File: src/design/ext_irq_pkg.sv
// Package: register map, field positions and types of the external interrupt pin block
package ext_irq_pkg;
	localparam logic [31:0] ctrl_addr      = 32'h0000_1019 << 2;
	localparam logic [31:0] ctrl_index     = 32'h0000_1019;
	localparam int          flag_pos       = 7;
	localparam int          level_pos      = 6;
	localparam int          dir_pos        = 4;
	localparam int          out_pos        = 3;
	localparam int          edge_pos       = 2;
	localparam int          prio_pos       = 1;
	localparam int          en_pos         = 0;
	localparam logic [7:0]  ctrl_reset     = 8'h00;
	localparam logic        edge_rise_code = 1'b1;

	typedef struct packed {
		logic dir;
		logic out_val;
		logic edge_sel;
		logic prio;
		logic en;
	} ctrl_s;

	typedef struct packed {
		logic level1_req;
		logic level2_req;
	} irq_req_s;
endpackage

File: src/design/ext_irq_pin_three.sv
// External interrupt pin three: control register, APB slave, edge flag and requests
// Function
// [RQ1] 8-bit control register, fixed bit layout
// [RQ2] Enable bit gates request to CPU
// [RQ3] Priority bit selects level two or one
// [RQ4] Edge select picks rising or falling
// [RQ5] Flag readable, software may only clear
// [RQ6] Reset clears all defined fields
// [RQ7] Output direction drives pin with value
// [RQ8] Selected edge sets flag; request while set
// [RQ9] Flag records edges regardless of enable
// [RQ10] Level bit reports synchronised pin state
//
// Our own choice: the APB slave port.
module ext_irq_pin_three
(
	input  wire logic                  clock,
	input  wire logic                  nrst,
	input  wire logic                  psel,
	input  wire logic                  penable,
	input  wire logic                  pwrite,
	input  wire logic [31:0]           paddr,
	input  wire logic [31:0]           pwdata,
	output logic      [31:0]           prdata,
	output logic                       pready,
	output logic                       pslverr,
	input  wire logic                  pin_in,
	output logic                       pin_out,
	output logic                       pin_oe,
	output ext_irq_pkg::irq_req_s      irq_req
);
	ext_irq_pkg::ctrl_s ctrl_r;
	ext_irq_pkg::ctrl_s ctrl_nxt;
	logic               flag_r;
	logic               flag_nxt;
	logic [31:0]        prdata_r;
	logic [31:0]        prdata_nxt;
	logic               pslverr_r;
	logic               pin_level;
	logic               edge_pulse;

	pin_edge_detect u_edge
	(
		.clock           (clock),
		.nrst            (nrst),
		.pin_in          (pin_in),
		.edge_select_bit (ctrl_r.edge_sel),
		.pin_level       (pin_level),
		.edge_pulse      (edge_pulse)
	);

	// Zero-wait APB: access phase completes in its first cycle
	wire logic hit       = paddr == ext_irq_pkg::ctrl_addr; // [RQ1]
	wire logic setup     = psel & ~penable;
	wire logic wr_access = psel & penable & pwrite & hit;
	wire logic clear_req = wr_access & ~pwdata[ext_irq_pkg::flag_pos]; // [RQ5]

	wire logic [7:0] ctrl_view =
	{
		flag_r,
		pin_level,     // [RQ10]
		1'b0,
		ctrl_r.dir,
		ctrl_r.out_val,
		ctrl_r.edge_sel,
		ctrl_r.prio,
		ctrl_r.en
	}; // [RQ1]

	always_comb
	begin
		ctrl_nxt = ctrl_r;
		if (wr_access)
		begin
			ctrl_nxt.dir      = pwdata[ext_irq_pkg::dir_pos];
			ctrl_nxt.out_val  = pwdata[ext_irq_pkg::out_pos];
			ctrl_nxt.edge_sel = pwdata[ext_irq_pkg::edge_pos];
			ctrl_nxt.prio     = pwdata[ext_irq_pkg::prio_pos];
			ctrl_nxt.en       = pwdata[ext_irq_pkg::en_pos];
		end
	end

	// Set wins over a simultaneous clear; writing one never sets
	assign flag_nxt = edge_pulse | (flag_r & ~clear_req); // [RQ5] [RQ8] [RQ9]

	// Read data and error are captured in setup and stand until the access phase ends
	wire logic access      = psel & penable;
	wire logic rd_setup    = setup & ~pwrite & hit;
	wire logic pslverr_nxt = setup ? ~hit : (access & pslverr_r);

	assign prdata_nxt = rd_setup ? {24'h000000, ctrl_view} :
		(access ? prdata_r : 32'h0000_0000);

	always_ff @(posedge clock or negedge nrst)
	begin
		if (!nrst)
		begin
			ctrl_r <= ext_irq_pkg::ctrl_s'(ext_irq_pkg::ctrl_reset[4:0]); // [RQ6]
		end
		else
		begin
			ctrl_r <= ctrl_nxt;
		end
	end

	always_ff @(posedge clock or negedge nrst)
	begin
		if (!nrst)
		begin
			flag_r <= 1'b0; // [RQ6]
		end
		else
		begin
			flag_r <= flag_nxt;
		end
	end

	always_ff @(posedge clock or negedge nrst)
	begin
		if (!nrst)
		begin
			prdata_r <= 32'h0000_0000;
		end
		else
		begin
			prdata_r <= prdata_nxt;
		end
	end

	always_ff @(posedge clock or negedge nrst)
	begin
		if (!nrst)
		begin
			pslverr_r <= 1'b0;
		end
		else
		begin
			pslverr_r <= pslverr_nxt;
		end
	end

	assign pready  = 1'b1;
	assign prdata  = prdata_r;
	assign pslverr = pslverr_r & psel & penable;

	assign pin_oe  = ctrl_r.dir;     // [RQ7]
	assign pin_out = ctrl_r.out_val; // [RQ7]

	wire logic req = flag_r & ctrl_r.en; // [RQ2] [RQ8]
	assign irq_req.level2_req = req & ctrl_r.prio;  // [RQ3]
	assign irq_req.level1_req = req & ~ctrl_r.prio; // [RQ3]
endmodule // ext_irq_pin_three

File: src/design/pin_edge_detect.sv
// Pin synchroniser with selectable edge detection
module pin_edge_detect
(
	input  wire logic clock,
	input  wire logic nrst,
	input  wire logic pin_in,
	input  wire logic edge_select_bit,
	output logic      pin_level,
	output logic      edge_pulse
);
	logic sync1_r;
	logic sync2_r;
	logic prev_r;

	always_ff @(posedge clock or negedge nrst)
	begin
		if (!nrst)
		begin
			sync1_r <= 1'b0;
			sync2_r <= 1'b0;
			prev_r  <= 1'b0;
		end
		else
		begin
			sync1_r <= pin_in;
			sync2_r <= sync1_r;
			prev_r  <= sync2_r;
		end
	end

	wire logic rise = sync2_r & ~prev_r;
	wire logic fall = ~sync2_r & prev_r;

	assign pin_level  = sync2_r;
	assign edge_pulse = (edge_select_bit == ext_irq_pkg::edge_rise_code) ? rise : fall; // [RQ4]
endmodule // pin_edge_detect

File: config.mk
export PLATFORM = sky130hd
export DESIGN_NAME = ext_irq_pin_three
export DESIGN_NICKNAME = d
export VERILOG_FILES = /design/src/design/ext_irq_pkg.sv /design/src/design/ext_irq_pin_three.sv /design/src/design/pin_edge_detect.sv
export SDC_FILE = /design/constraint.sdc
export NUM_CORES = 1
export LEC_CHECK = 0
export BUFFER_PORTS_ARGS = -buffer_cell sky130_fd_sc_hd__buf_4
export CAP_MARGIN = 40
export CORE_UTILIZATION = 34
export CTS_CLUSTER_DIAMETER = 30
export CTS_CLUSTER_SIZE = 30
export DETAILED_ROUTE_END_ITERATION = 10
export GPL_TIMING_DRIVEN = 0
export HOLD_SLACK_MARGIN = 0.1
export PLACE_DENSITY = 0.77
export SETUP_SLACK_MARGIN = 0.15
export SLEW_MARGIN = 20
export SYNTH_ARGS = -nofsm -noshare
export SYNTH_HDL_FRONTEND = slang
export SYNTH_SLANG_ARGS = --single-unit
File: constraint.sdc
create_clock -name clock -period 1.2 [get_ports clock]
set_input_delay 0.18 -clock clock [delete_from_list [all_inputs] [get_ports clock]]
set_output_delay 0.18 -clock clock [all_outputs]
set_load 0.03 [all_outputs]
# Word level (Yosys, flattened, before mapping)

Index checks and enable logic that the tools add are counted.

Equality and inequality tests: 2
Bitwise gates (word level): 25
Muxes and demuxes: 4

Operators by type and width:

| operator             | count |
|---|---|
| $mux 32              | 2 |
| $eq 32x15->1 const B | 1 |
| $and 1x1->1          | 16 |
| $not 1->1            | 8 |
| $mux 1               | 2 |
| $ne 2x1->1 const B   | 1 |
| $or 1x1->1           | 1 |

Output and inout port bits: 38
Input port bits: 70
Bits in registers: 42
Logic and storage cells: 42

# Longest topological paths before layout

Gate-level depths: netlist of the first run.

Depth in word-level cells: 7
Mapped depth: 5
Mapped depth without buffers: 4

# By module

Synthesis of the first run repeated with hierarchy kept, for this count alone.

Cells, all modules: 85
Area total of the unflattened synthesis: 1,027.2 sq um

By module, submodules not included:

| module            | sequential area each (sq um) | instances | cells each | area each (sq um) |
|---|---|---|---|---|
| ext_irq_pin_three | 350.3                        | 1         | 79         | 929.6 |
| pin_edge_detect   | 75.1                         | 1         | 6          | 97.6 |

# Worst setup path before layout of the first run

Ideal clock, no wire load.

Path kind: in2reg
Start point: input port paddr[18]
End point: register ctrl_r[0] (netlist name)
Stages on the path: 4
Setup slack: -0.288 ns
Arrival: 1.362 ns
Buffers on the path: 0
Data required time: 1.075 ns
Library setup time: 0.125 ns
Cells stage by stage: nor4_2 -> nand4_2 -> nor3_4 -> mux2_4

Cells in the longest elaborated chain, start to end: 2

Ends and longest elaborated chain:

| item                 | RTL line                 | RTL |
|---|---|---|
| start, declared      | ext_irq_pin_three.sv:22  | `input wire logic [31:0] paddr,` |
| $eq 32x15->1         | ext_irq_pin_three.sv:53  | `wire logic hit = paddr == ext_irq_pkg::ctrl_addr;` |
| $and 1x1->1          | ext_irq_pin_three.sv:55  | `wire logic wr_access = psel & penable & pwrite & hit;` |
| end signal, assigned | ext_irq_pin_three.sv:98  | `ctrl_r <= ext_irq_pkg::ctrl_s'(ext_irq_pkg::ctrl_reset[4:0]);` |
| end signal, assigned | ext_irq_pin_three.sv:102 | `ctrl_r <= ctrl_nxt;` |
| end, declared        | ext_irq_pin_three.sv:32  | `ext_irq_pkg::ctrl_s ctrl_r;` |

Every way passes these cells.
A chain may end at the register's enable or synchronous reset.

# Worst setup path after layout of the first run

Start point: input port paddr[15]
End point: register ctrl_r[1] (netlist name)

The elaborated chain is that of the path after synthesis.

==> results.py, run 1 <==
metrics = {
    "global_routing": {
        "grt_max_degree": 18,
        "antenna_found_initial": 0,
        "grt_pass1_wl_um": 4210,
        "use_met3_pct": 3.00,
        "grtUsageMet2_pct": 30.6,
        "grt-ovfl-total": 0,
        "use_met1_pct": 19.7,
        "grt_pass1_vias": 923,
        "grt_usage_pct": 16.5,
        "busiest_layer": "met2",
    },
    "clocking": {
        "cts_num_sinks": 17,
        "tritoncts": "done",
        "clock_path_buffers": 2,
        "clk_latency_ns": 0.29,
        "htree_levels": 1,
        "cts_inserted_buffers": 3,
        "root_buffer": "clkbuf_4",
        "clk_pin_slew_ns": 0.10,
    },
    "final_layout": {
        "finalNetCount": 258,
        "drive_above_1_share_pct": 64.7,
        "syn_to_final_growth_pct": 89.7,
        "fin_area_mm2": 0.00194,
        "fin_cells": 218,
        "diodes": 0,
    },
    "logic_synthesis": {
        "synth_top_area_cell": "dfrtp_1",
        "synthTopCellsByArea": "dfrtp_1, buf_4, mux2_4, a22o_1, nor4_2",
        "synth_top_area_share_pct": 41.7,
        "avgSynthCellArea_um2": 12.0,
        "syn_area_mm2": 0.00102,
        "yosysWarnings": 0,
        "synth-seq-area-share_pct": 41.7,
        "ys_types": 21,
        "ys_seq_elements": 17,
        "synthCells": 85,
    },
    "die": {
        "rows": 19,
        "start_util_pct": 36.4,
        "dieArea_mm2": 0.00323,
        "die_height_um": 56.8,
        "core_mm2": 0.00281,
        "num_io_pins": 108,
        "die_width_um": 56.8,
    },
    "setup_path": {
        "cp.arrival_ns": 1.44,
        "crit_path_top_delay_cell": "nor4_4",
        "critPathLaunchType": "primary input",
        "cp.required_ns": 1.38,
        "path_cells": "buf_6 -> nor4_4 -> nand4_4 -> nor3_4 -> buf_12 -> mux2_4",
        "end_kind": "register",
        "max_stage_delay_ns": 0.32,
        "ff2ff_setup_slack_ns": 0.04,
        "path_class": "in2reg",
        "r2r_cells": 4,
        "r2r-start": "ctrl_r[0]",
        "crit_path_max_fanout": 6,
        "reg2reg_to": "ctrl_r[0]",
    },
    "drt": {
        "drt_pass1_iterations": 7,
        "viasPerCell": 4.30,
        "drc": 14,
        "ant_nets": 0,
        "vias": 937,
        "wl_um": 2900,
        "post_drt_wl_per_cell_um": 13.3,
        "initialDrtViolationCount": 21,
    },
    "sta": {
        "finClkSkew_ns": 0.00420,
        "min_period_ns": 1.26,
        "max_freq_ghz": 0.794,
        "holdWs_ns": 0.119,
        "fin_ws_ns": -0.0601,
        "period_share_pct": 105,
        "setup_viol": 13,
        "rsz0062_at_grt": "true",
        "finalHoldViolCount": 0,
        "drv_slew": 0,
    },
    "power": {
        "totalPowerFinal_mw": 1.28,
        "ir_worst_vdd_mv": 0.747,
        "leakage_nw": 1.04,
        "p_per_area_mw_per_mm2": 661,
    },
    "place": {
        "dp.cells": 195,
        "dpl_cell_area_mm2": 0.00162,
        "gp_congestion": 0.708,
        "io_buffers": 55,
        "hpwl_um": 1880,
    },
    "status": {
        "violations": "DRC, setup timing",
        "status": "finished, violations left",
    },
    "worst_hold_path": {
        "holdCritStartpoint": "pwdata[4]",
        "holdPathStages": 2,
        "hold_path.class": "in2reg",
        "hold_path_end": "pin_oe",
    },
    "job": {
        "cap_viol_max_count": 0,
    },
}
## logic make-up after synthesis
logic type             after synthesis  share of synthesized area [%]
other                                2                          0.736
muxes                                5                           7.35
buffers and inverters               28                           19.9
DFF                                 17                           41.7
and+or+nand+nor                     23                           22.3
AOI/OAI and AO/OA                   10                           8.09
## report_power, final
group	internal (mW)	switching (mW)	leakage [nW]
Sequential	0.580	0.00500	0.224
Combinational	0.190	0.199	0.803
Clock	0.129	0.178	0.0150
## placed cells by master (no fill, tap or decap)
| cell type | synthesis | routed |
|---|---|---|
| nand2b_1 | 1 | 1 |
| clkbuf_4 | 0 | 3 |
| and4bb_1 | 1 | 1 |
| and2_1 | 1 | 1 |
| o21bai_1 | 1 | 1 |
| nor4b_4 | 0 | 2 |
| nand2_1 | 3 | 3 |
| nor2_1 | 4 | 4 |
| nor4_4 | 2 | 6 |
| buf_4 | 26 | 71 |
| inv_1 | 1 | 1 |
| o21ai_2 | 0 | 1 |
| a22o_1 | 7 | 7 |
| dlygate4sd3_1 | 0 | 3 |
| dfrtp_1 | 17 | 17 |
| a221oi_2 | 0 | 1 |
| buf_6 | 0 | 25 |
| conb_1 | 2 | 26 |
| nand4_4 | 0 | 2 |
| clkbuf_1 | 1 | 1 |
| mux2_4 | 5 | 5 |
| and3_4 | 0 | 2 |
| buf_12 | 0 | 1 |
| buf_2 | 0 | 1 |
| nor3_4 | 1 | 1 |
## stage by stage
step           setup WS (ns)  TNS [ns]  utilization [%]
3_5_place_dp          -0.595     -5.97             57.6
2_1_floorplan         -0.247     -1.81                -
3_3_place_gp          -0.520     -5.32             57.6
6_report             -0.0601    -0.584             69.0
5_1_grt               -0.117     -1.22             69.0
4_1_cts              -0.0606    -0.498             64.4
## worst max path at each step
stage,from,endpoint,slack [ns],cells after the start
after floorplan,paddr[10],ctrl_r[0],-0.25,4
after global placement,psel,ctrl_r[0],-0.52,6
after detailed placement,psel,ctrl_r[0],-0.59,6
after CTS,paddr[30],ctrl_r[0],-0.06,6
after global routing,paddr[11],prdata[6],-0.12,7
final,paddr[15],ctrl_r[1],-0.06,6
## critical path, delay by kind of cell
kind / cells / cell delay [ns]
multiplexers: 1 / 0.30
buffers and inverters: 2 / 0.25
AND/OR/NAND/NOR: 3 / 0.71
## final cells by class
cell class / instances / area [µm²]
flip-flops and latches: 17 / 425
multi-input cells: 64 / 573
clock buffers: 4 / 26.3
well taps: 31 / 38.8
plain buffers: 27 / 200
repair buffers: 74 / 669
fillers: 216 / 868
inverters: 1 / 3.75
## flip-flops by register name, summed over array words and instances, names as in the netlist
| signal | count |
|---|---|
| pin_oe | 1 |
| pin_out | 1 |
| flag_r | 1 |
| ctrl_r | 3 |
| pslverr_r | 1 |
| u_edge.prev_r | 1 |
| u_edge.pin_level | 1 |
| prdata | 7 |
| u_edge.sync1_r | 1 |
## cell usage after synthesis
cell type	count
nor3_4	1
conb_1	2
and2_1	1
nor4_2	4
and4bb_1	1
nand4_2	2
o21bai_1	1
nor4b_2	2
nor4_4	2
a22o_1	7
mux2_4	5
clkbuf_1	1
o21ai_0	1
dfrtp_1	17
and3_1	2
nand2_1	3
buf_4	26
nor2_1	4
nand2b_1	1
inv_1	1
a221oi_1	1
## layer usage
metal | vias to the layer above | part of all wire (%)
met2 | 54 | 54
met5 | - | 0
met4 | 0 | 0.31
met3 | 2 | 8.9
li1 | 453 | -
met1 | 428 | 37
## what timing repair did
item | 4_1_cts | 5_1_grt
pin swaps | 10 | 10
endpoints found under the hold margin | 18 | 1
setup endpoints to repair | 17 | 25
gates resized for setup | 13 | 21
hold buffers | 2 | 1
setup buffers | 10 | 6
gates cloned | 0 | 0
(Power assumes the default switching activity.)
==> inputs of run 2 (changes only) <==
--- a/config.mk
+++ b/config.mk
@@ -11,10 +11,8 @@
 export CTS_CLUSTER_DIAMETER = 30
 export CTS_CLUSTER_SIZE = 30
 export DETAILED_ROUTE_END_ITERATION = 10
-export GPL_TIMING_DRIVEN = 0
 export HOLD_SLACK_MARGIN = 0.1
 export PLACE_DENSITY = 0.77
-export SETUP_SLACK_MARGIN = 0.15
 export SLEW_MARGIN = 20
 export SYNTH_ARGS = -nofsm -noshare
 export SYNTH_HDL_FRONTEND = slang
==> run 2 against run 1 <==
  * Combinational power fell by 18%
  * Largest cell class unchanged
  * Die area is the same
  * The flow still finishes with violations (DRC, setup timing)
  * Critical path depth did not move
  * Final cell count is 16% lower
  * First-iteration DRC count is 14% higher
  * Clock-buffer cell count unchanged
  * Core utilization decreased by 11 points
==> results.py, run 2 (synthesis gave the netlist of run 1 again) <==
metrics = {
    "sta": {
        "min_period_ns": 1.24,
        "max_freq_ghz": 0.805,
        "holdWs_ns": 0.113,
        "drv_slew": 0,
        "finalHoldViolCount": 0,
        "rsz0062_at_grt": "true",
        "tns_ns": -0.189,
        "setup_viol": 6,
        "finClkSkew_ns": 0.00684,
        "period_share_pct": 104,
        "fin_ws_ns": -0.0429,
    },
    "final_layout": {
        "finalNetCount": 224,
        "multi_input_area_um2": 557,
        "fin_util_pct": 57.7,
        "mostFrequentLayoutCells": "buf_4, conb_1, dfrtp_1",
        "fillers": 233,
        "fin_area_mm2": 0.00162,
        "diodes": 0,
        "syn_to_final_growth_pct": 58.6,
        "final_common_cell": "buf_4",
        "fin_cells": 184,
        "regArea_um2": 425,
        "drive_above_1_share_pct": 56.2,
        "largest_reg_flops": 7,
    },
    "clocking": {
        "cts_num_sinks": 17,
        "root_buffer": "clkbuf_4",
        "tritoncts": "done",
        "cts_inserted_buffers": 3,
        "clk_latency_ns": 0.29,
        "clk_pin_slew_ns": 0.10,
        "htree_levels": 1,
        "clock_path_buffers": 2,
    },
    "worst_hold_path": {
        "hold_path.class": "in2reg",
    },
    "setup_path": {
        "max_stage_delay_ns": 0.32,
        "cp.arrival_ns": 1.42,
        "cp.required_ns": 1.38,
        "crit_buf_inv": 2,
        "critPathLaunchType": "primary input",
        "path_cells": "buf_4 -> nor4_4 -> nand4_4 -> nor3_4 -> buf_12 -> mux2_4",
        "crit_path_max_fanout": 6,
        "crit_family": "simple AND/OR/NAND/NOR gates",
        "end_kind": "register",
        "path_class": "in2reg",
        "crit_path_top_delay_cell": "nor4_4",
    },
    "power": {
        "p_seq_share_pct": 48.5,
        "swShare_pct": 30.1,
        "totalPowerFinal_mw": 1.20,
        "p_clk_share_pct": 25.1,
        "leakage_nw": 0.840,
        "power_frac_comb_pct": 26.4,
        "switchingPower_mw": 0.362,
        "ir_worst_vdd_mv": 0.836,
        "p_per_area_mw_per_mm2": 744,
        "p_int_mw": 0.842,
    },
    "die": {
        "die_height_um": 56.8,
        "start_util_pct": 36.4,
        "rows": 19,
        "die_width_um": 56.8,
        "core_mm2": 0.00281,
        "num_io_pins": 108,
        "dieArea_mm2": 0.00323,
    },
    "drt": {
        "ant_nets": 0,
        "drc": 14,
        "viasPerCell": 4.55,
        "post_drt_wl_per_cell_um": 13.7,
        "drt_pass1_iterations": 8,
        "initialDrtViolationCount": 24,
        "vias": 837,
        "wl_um": 2520,
    },
    "place": {
        "pre_cts_slack_ns": -0.377,
        "io_buffers": 55,
        "hpwl_um": 1930,
        "dp.cells": 174,
        "dpl_cell_area_mm2": 0.00147,
        "gp_congestion": 0.743,
    },
    "global_routing": {
        "grt_pass1_wl_um": 4100,
        "antenna_found_initial": 0,
        "grt_pass1_vias": 856,
        "grt_usage_pct": 16.7,
        "grt_max_degree": 18,
        "grt-ovfl-total": 0,
    },
    "status": {
        "violations": "DRC, setup timing",
        "status": "finished, violations left",
    },
    "job": {
        "cap_viol_max_count": 0,
    },
}
==> run 2: changes by cell type in the layout (fill, tap and decap cells not counted), sizes merged <==
cell,before,now
buf,98,64
==> run 2: path summary, 6_finish.rpt <==
path	from	endpoint	slack [ns]	depth (start not counted)
max	paddr[25]	ctrl_r[2]	-0.04	6
min	pwdata[3]	pin_out	0.11	2
max reg2reg	flag_r	flag_r	0.11	3
min reg2reg	u_edge.sync1_r	u_edge.pin_level	0.36	0
max in group asynchronous	nrst	prdata[6]	0.73	2
min in group asynchronous	nrst	pin_out	0.28	2
==> run 2: area by class of cell <==
class	count	share of cell area, %
multi-input cells	64	34.4
flip-flops and latches	17	26.3
well taps	31	2.40
inverters	1	0.232
repair buffers	67	35.1
clock buffers	4	1.62
==> run 2: worst reg2reg max path, cell delays in order (launching register included) <==
cell and delay, ns:
dfrtp_1 0.41, buf_4 0.15, a221oi_1 0.29, o21ai_0 0.12
==> run 2: timing repair <==
action | in CTS | in global routing
hold endpoints to repair | 18 | 1
resized for setup | 12 | 4
pin swaps | 0 | 7
buffers inserted | 3 | 0
hold buffers | 2 | 1
setup endpoints to repair | 15 | 15
==> run 2: power groups by stage <==
stage,logic (mW),clock network (mW),registers (mW)
2_1_floorplan,0.205,0,0.594
3_3_place_gp,0.293,0,0.595
3_5_place_dp,0.299,0,0.595
4_1_cts,0.314,0.312,0.584
5_1_grt,0.337,0.339,0.585
6_report,0.318,0.302,0.584
==> run 2: metal layers <==
layer | up-vias | global-route usage (%) | part of all wire [%]
met4 | 0 | 2.09 | 0.24
met3 | 2 | 4.38 | 7.7
met2 | 51 | 32.8 | 58
li1 | 385 | - | -
met5 | - | 0 | 0
met1 | 399 | 18.2 | 34
==> inputs of run 3 (changes only) <==
--- a/config.mk
+++ b/config.mk
@@ -7,6 +7,7 @@
 export LEC_CHECK = 0
 export BUFFER_PORTS_ARGS = -buffer_cell sky130_fd_sc_hd__buf_4
 export CAP_MARGIN = 40
+export CORE_ASPECT_RATIO = 0.7
 export CORE_UTILIZATION = 34
 export CTS_CLUSTER_DIAMETER = 30
 export CTS_CLUSTER_SIZE = 30
==> run 3 against run 2 <==
  * Clock power is 39% higher
  * Cell area is 2.5% higher
  * Hold slack better by 0.048 ns
  * Worst setup slack worse by 0.079 ns
  * Total power is 9.8% higher
  * Global-route usage is 0.59 points lower
  * The flow finishes with violations (setup timing)
  * Final cell count is 3.3% higher
  * Clock skew is 0.0060 ns lower
==> results.py, run 3 (synthesis gave the netlist of run 1 again) <==
metrics = {
    "status": {
        "status": "finished, violations left",
        "violations": "setup timing",
    },
    "die": {
        "rows": 16,
        "die_height_um": 47.8,
        "die_width_um": 67.5,
        "core_mm2": 0.00282,
        "dieArea_mm2": 0.00323,
        "num_io_pins": 108,
        "start_util_pct": 36.2,
    },
    "sta": {
        "fin_ws_ns": -0.122,
        "setup_viol": 12,
        "drv_slew": 0,
        "tns_ns": -0.902,
        "finClkSkew_ns": 0.000888,
        "min_period_ns": 1.32,
        "max_freq_ghz": 0.757,
        "rsz0062_at_grt": "true",
        "holdWs_ns": 0.160,
        "period_share_pct": 110,
        "finalHoldViolCount": 0,
    },
    "clocking": {
        "clk_pin_slew_ns": 0.06,
        "clock_path_buffers": 2,
        "tritoncts": "done",
        "root_buffer": "clkbuf_8",
        "clk_latency_ns": 0.25,
        "cts_num_sinks": 17,
        "cts_inserted_buffers": 3,
        "htree_levels": 1,
    },
    "global_routing": {
        "grt_usage_pct": 16.1,
        "grt_max_degree": 18,
        "grt-ovfl-total": 0,
        "grt_pass1_wl_um": 3710,
        "grt_pass1_vias": 780,
        "antenna_found_initial": 0,
    },
    "setup_path": {
        "crit_path_top_delay_cell": "nor4_4",
        "ff2ff_setup_slack_ns": 0.10,
        "r2r_cells": 3,
        "end_kind": "register",
        "cp.required_ns": 1.34,
        "path_class": "in2reg",
        "critPathLaunchType": "primary input",
        "reg2reg_to": "flag_r",
        "max_stage_delay_ns": 0.31,
        "cp.arrival_ns": 1.46,
        "crit_path_max_fanout": 6,
        "r2r-start": "flag_r",
        "path_cells": "buf_6 -> nor4_4 -> nand4_4 -> nor3_4 -> buf_12 -> mux2_4",
    },
    "power": {
        "totalPowerFinal_mw": 1.32,
        "ir_worst_vdd_mv": 0.936,
        "p_per_area_mw_per_mm2": 797,
        "leakage_nw": 0.862,
    },
    "final_layout": {
        "largest_reg_flops": 7,
        "diodes": 0,
        "fillers": 229,
        "multi_input_area_um2": 558,
        "mostFrequentLayoutCells": "buf_4, conb_1, dfrtp_1",
        "fin_cells": 190,
        "drive_above_1_share_pct": 56.5,
        "regArea_um2": 425,
        "syn_to_final_growth_pct": 62.5,
        "fin_util_pct": 58.8,
        "finalNetCount": 225,
        "final_common_cell": "buf_4",
        "fin_area_mm2": 0.00166,
    },
    "drt": {
        "ant_nets": 0,
        "wl_um": 2460,
        "vias": 833,
        "drt_pass1_iterations": 4,
        "initialDrtViolationCount": 4,
        "viasPerCell": 4.38,
        "drc": 0,
        "post_drt_wl_per_cell_um": 13.0,
    },
    "place": {
        "pre_cts_slack_ns": -0.427,
        "gp_congestion": 0.699,
        "dp.cells": 179,
        "dpl_cell_area_mm2": 0.00148,
        "hpwl_um": 1870,
        "io_buffers": 55,
    },
    "worst_hold_path": {
        "hold_path_end": "pin_out",
        "hold_path.class": "in2reg",
        "holdCritStartpoint": "pwdata[3]",
        "holdPathStages": 2,
    },
    "job": {
        "cap_viol_max_count": 0,
    },
}
run 3: what timing repair did:
| action | CTS | global route |
|---|---|---|
| gates resized for setup | 14 | 3 |
| endpoints found under the setup margin | 13 | 13 |
| pin swaps | 14 | 2 |
| endpoints found under the hold margin | 18 | 0 |
| hold buffers | 2 | 0 |
| setup buffers | 3 | 2 |
run 3: where the power goes:
group	internal (mW)	switching [mW]	total, mW
Clock	0.230	0.189	0.419
Sequential	0.581	0.00410	0.585
Combinational	0.134	0.185	0.318
run 3: routing by layer:
layer  GRT usage (%)  up-vias  wire, µm
met5               0        -         0
met4            2.13        0         0
met3            4.29        0       131
met2            31.5       40      1370
met1            18.3      407       958
li1                -      386         -
run 3: critical path: cells and delay by family:
family / cells / cell delay (ns)
mux: 1 / 0.29
buf+inv: 2 / 0.25
simple gates: 3 / 0.73
run 3: final cells by class:
type                            count  area share (%)
Inverter                            1           0.226
Clock inverter                      1           0.302
Timing Repair Buffer               68            35.0
Sequential cell                    17            25.6
Tap cell                           36            2.71
Multi-Input combinational cell     64            33.6
Clock buffer                        3            2.49
run 3: worst max path at each step:
stage | slack [ns] | end | startpoint
floorplan | -0.25 | ctrl_r[0] | paddr[10]
global placement | -0.40 | ctrl_r[2] | paddr[9]
detailed placement | -0.43 | ctrl_r[2] | paddr[10]
CTS | -0.11 | ctrl_r[2] | paddr[30]
global route | -0.17 | ctrl_r[1] | paddr[23]
finish | -0.12 | ctrl_r[2] | paddr[30]
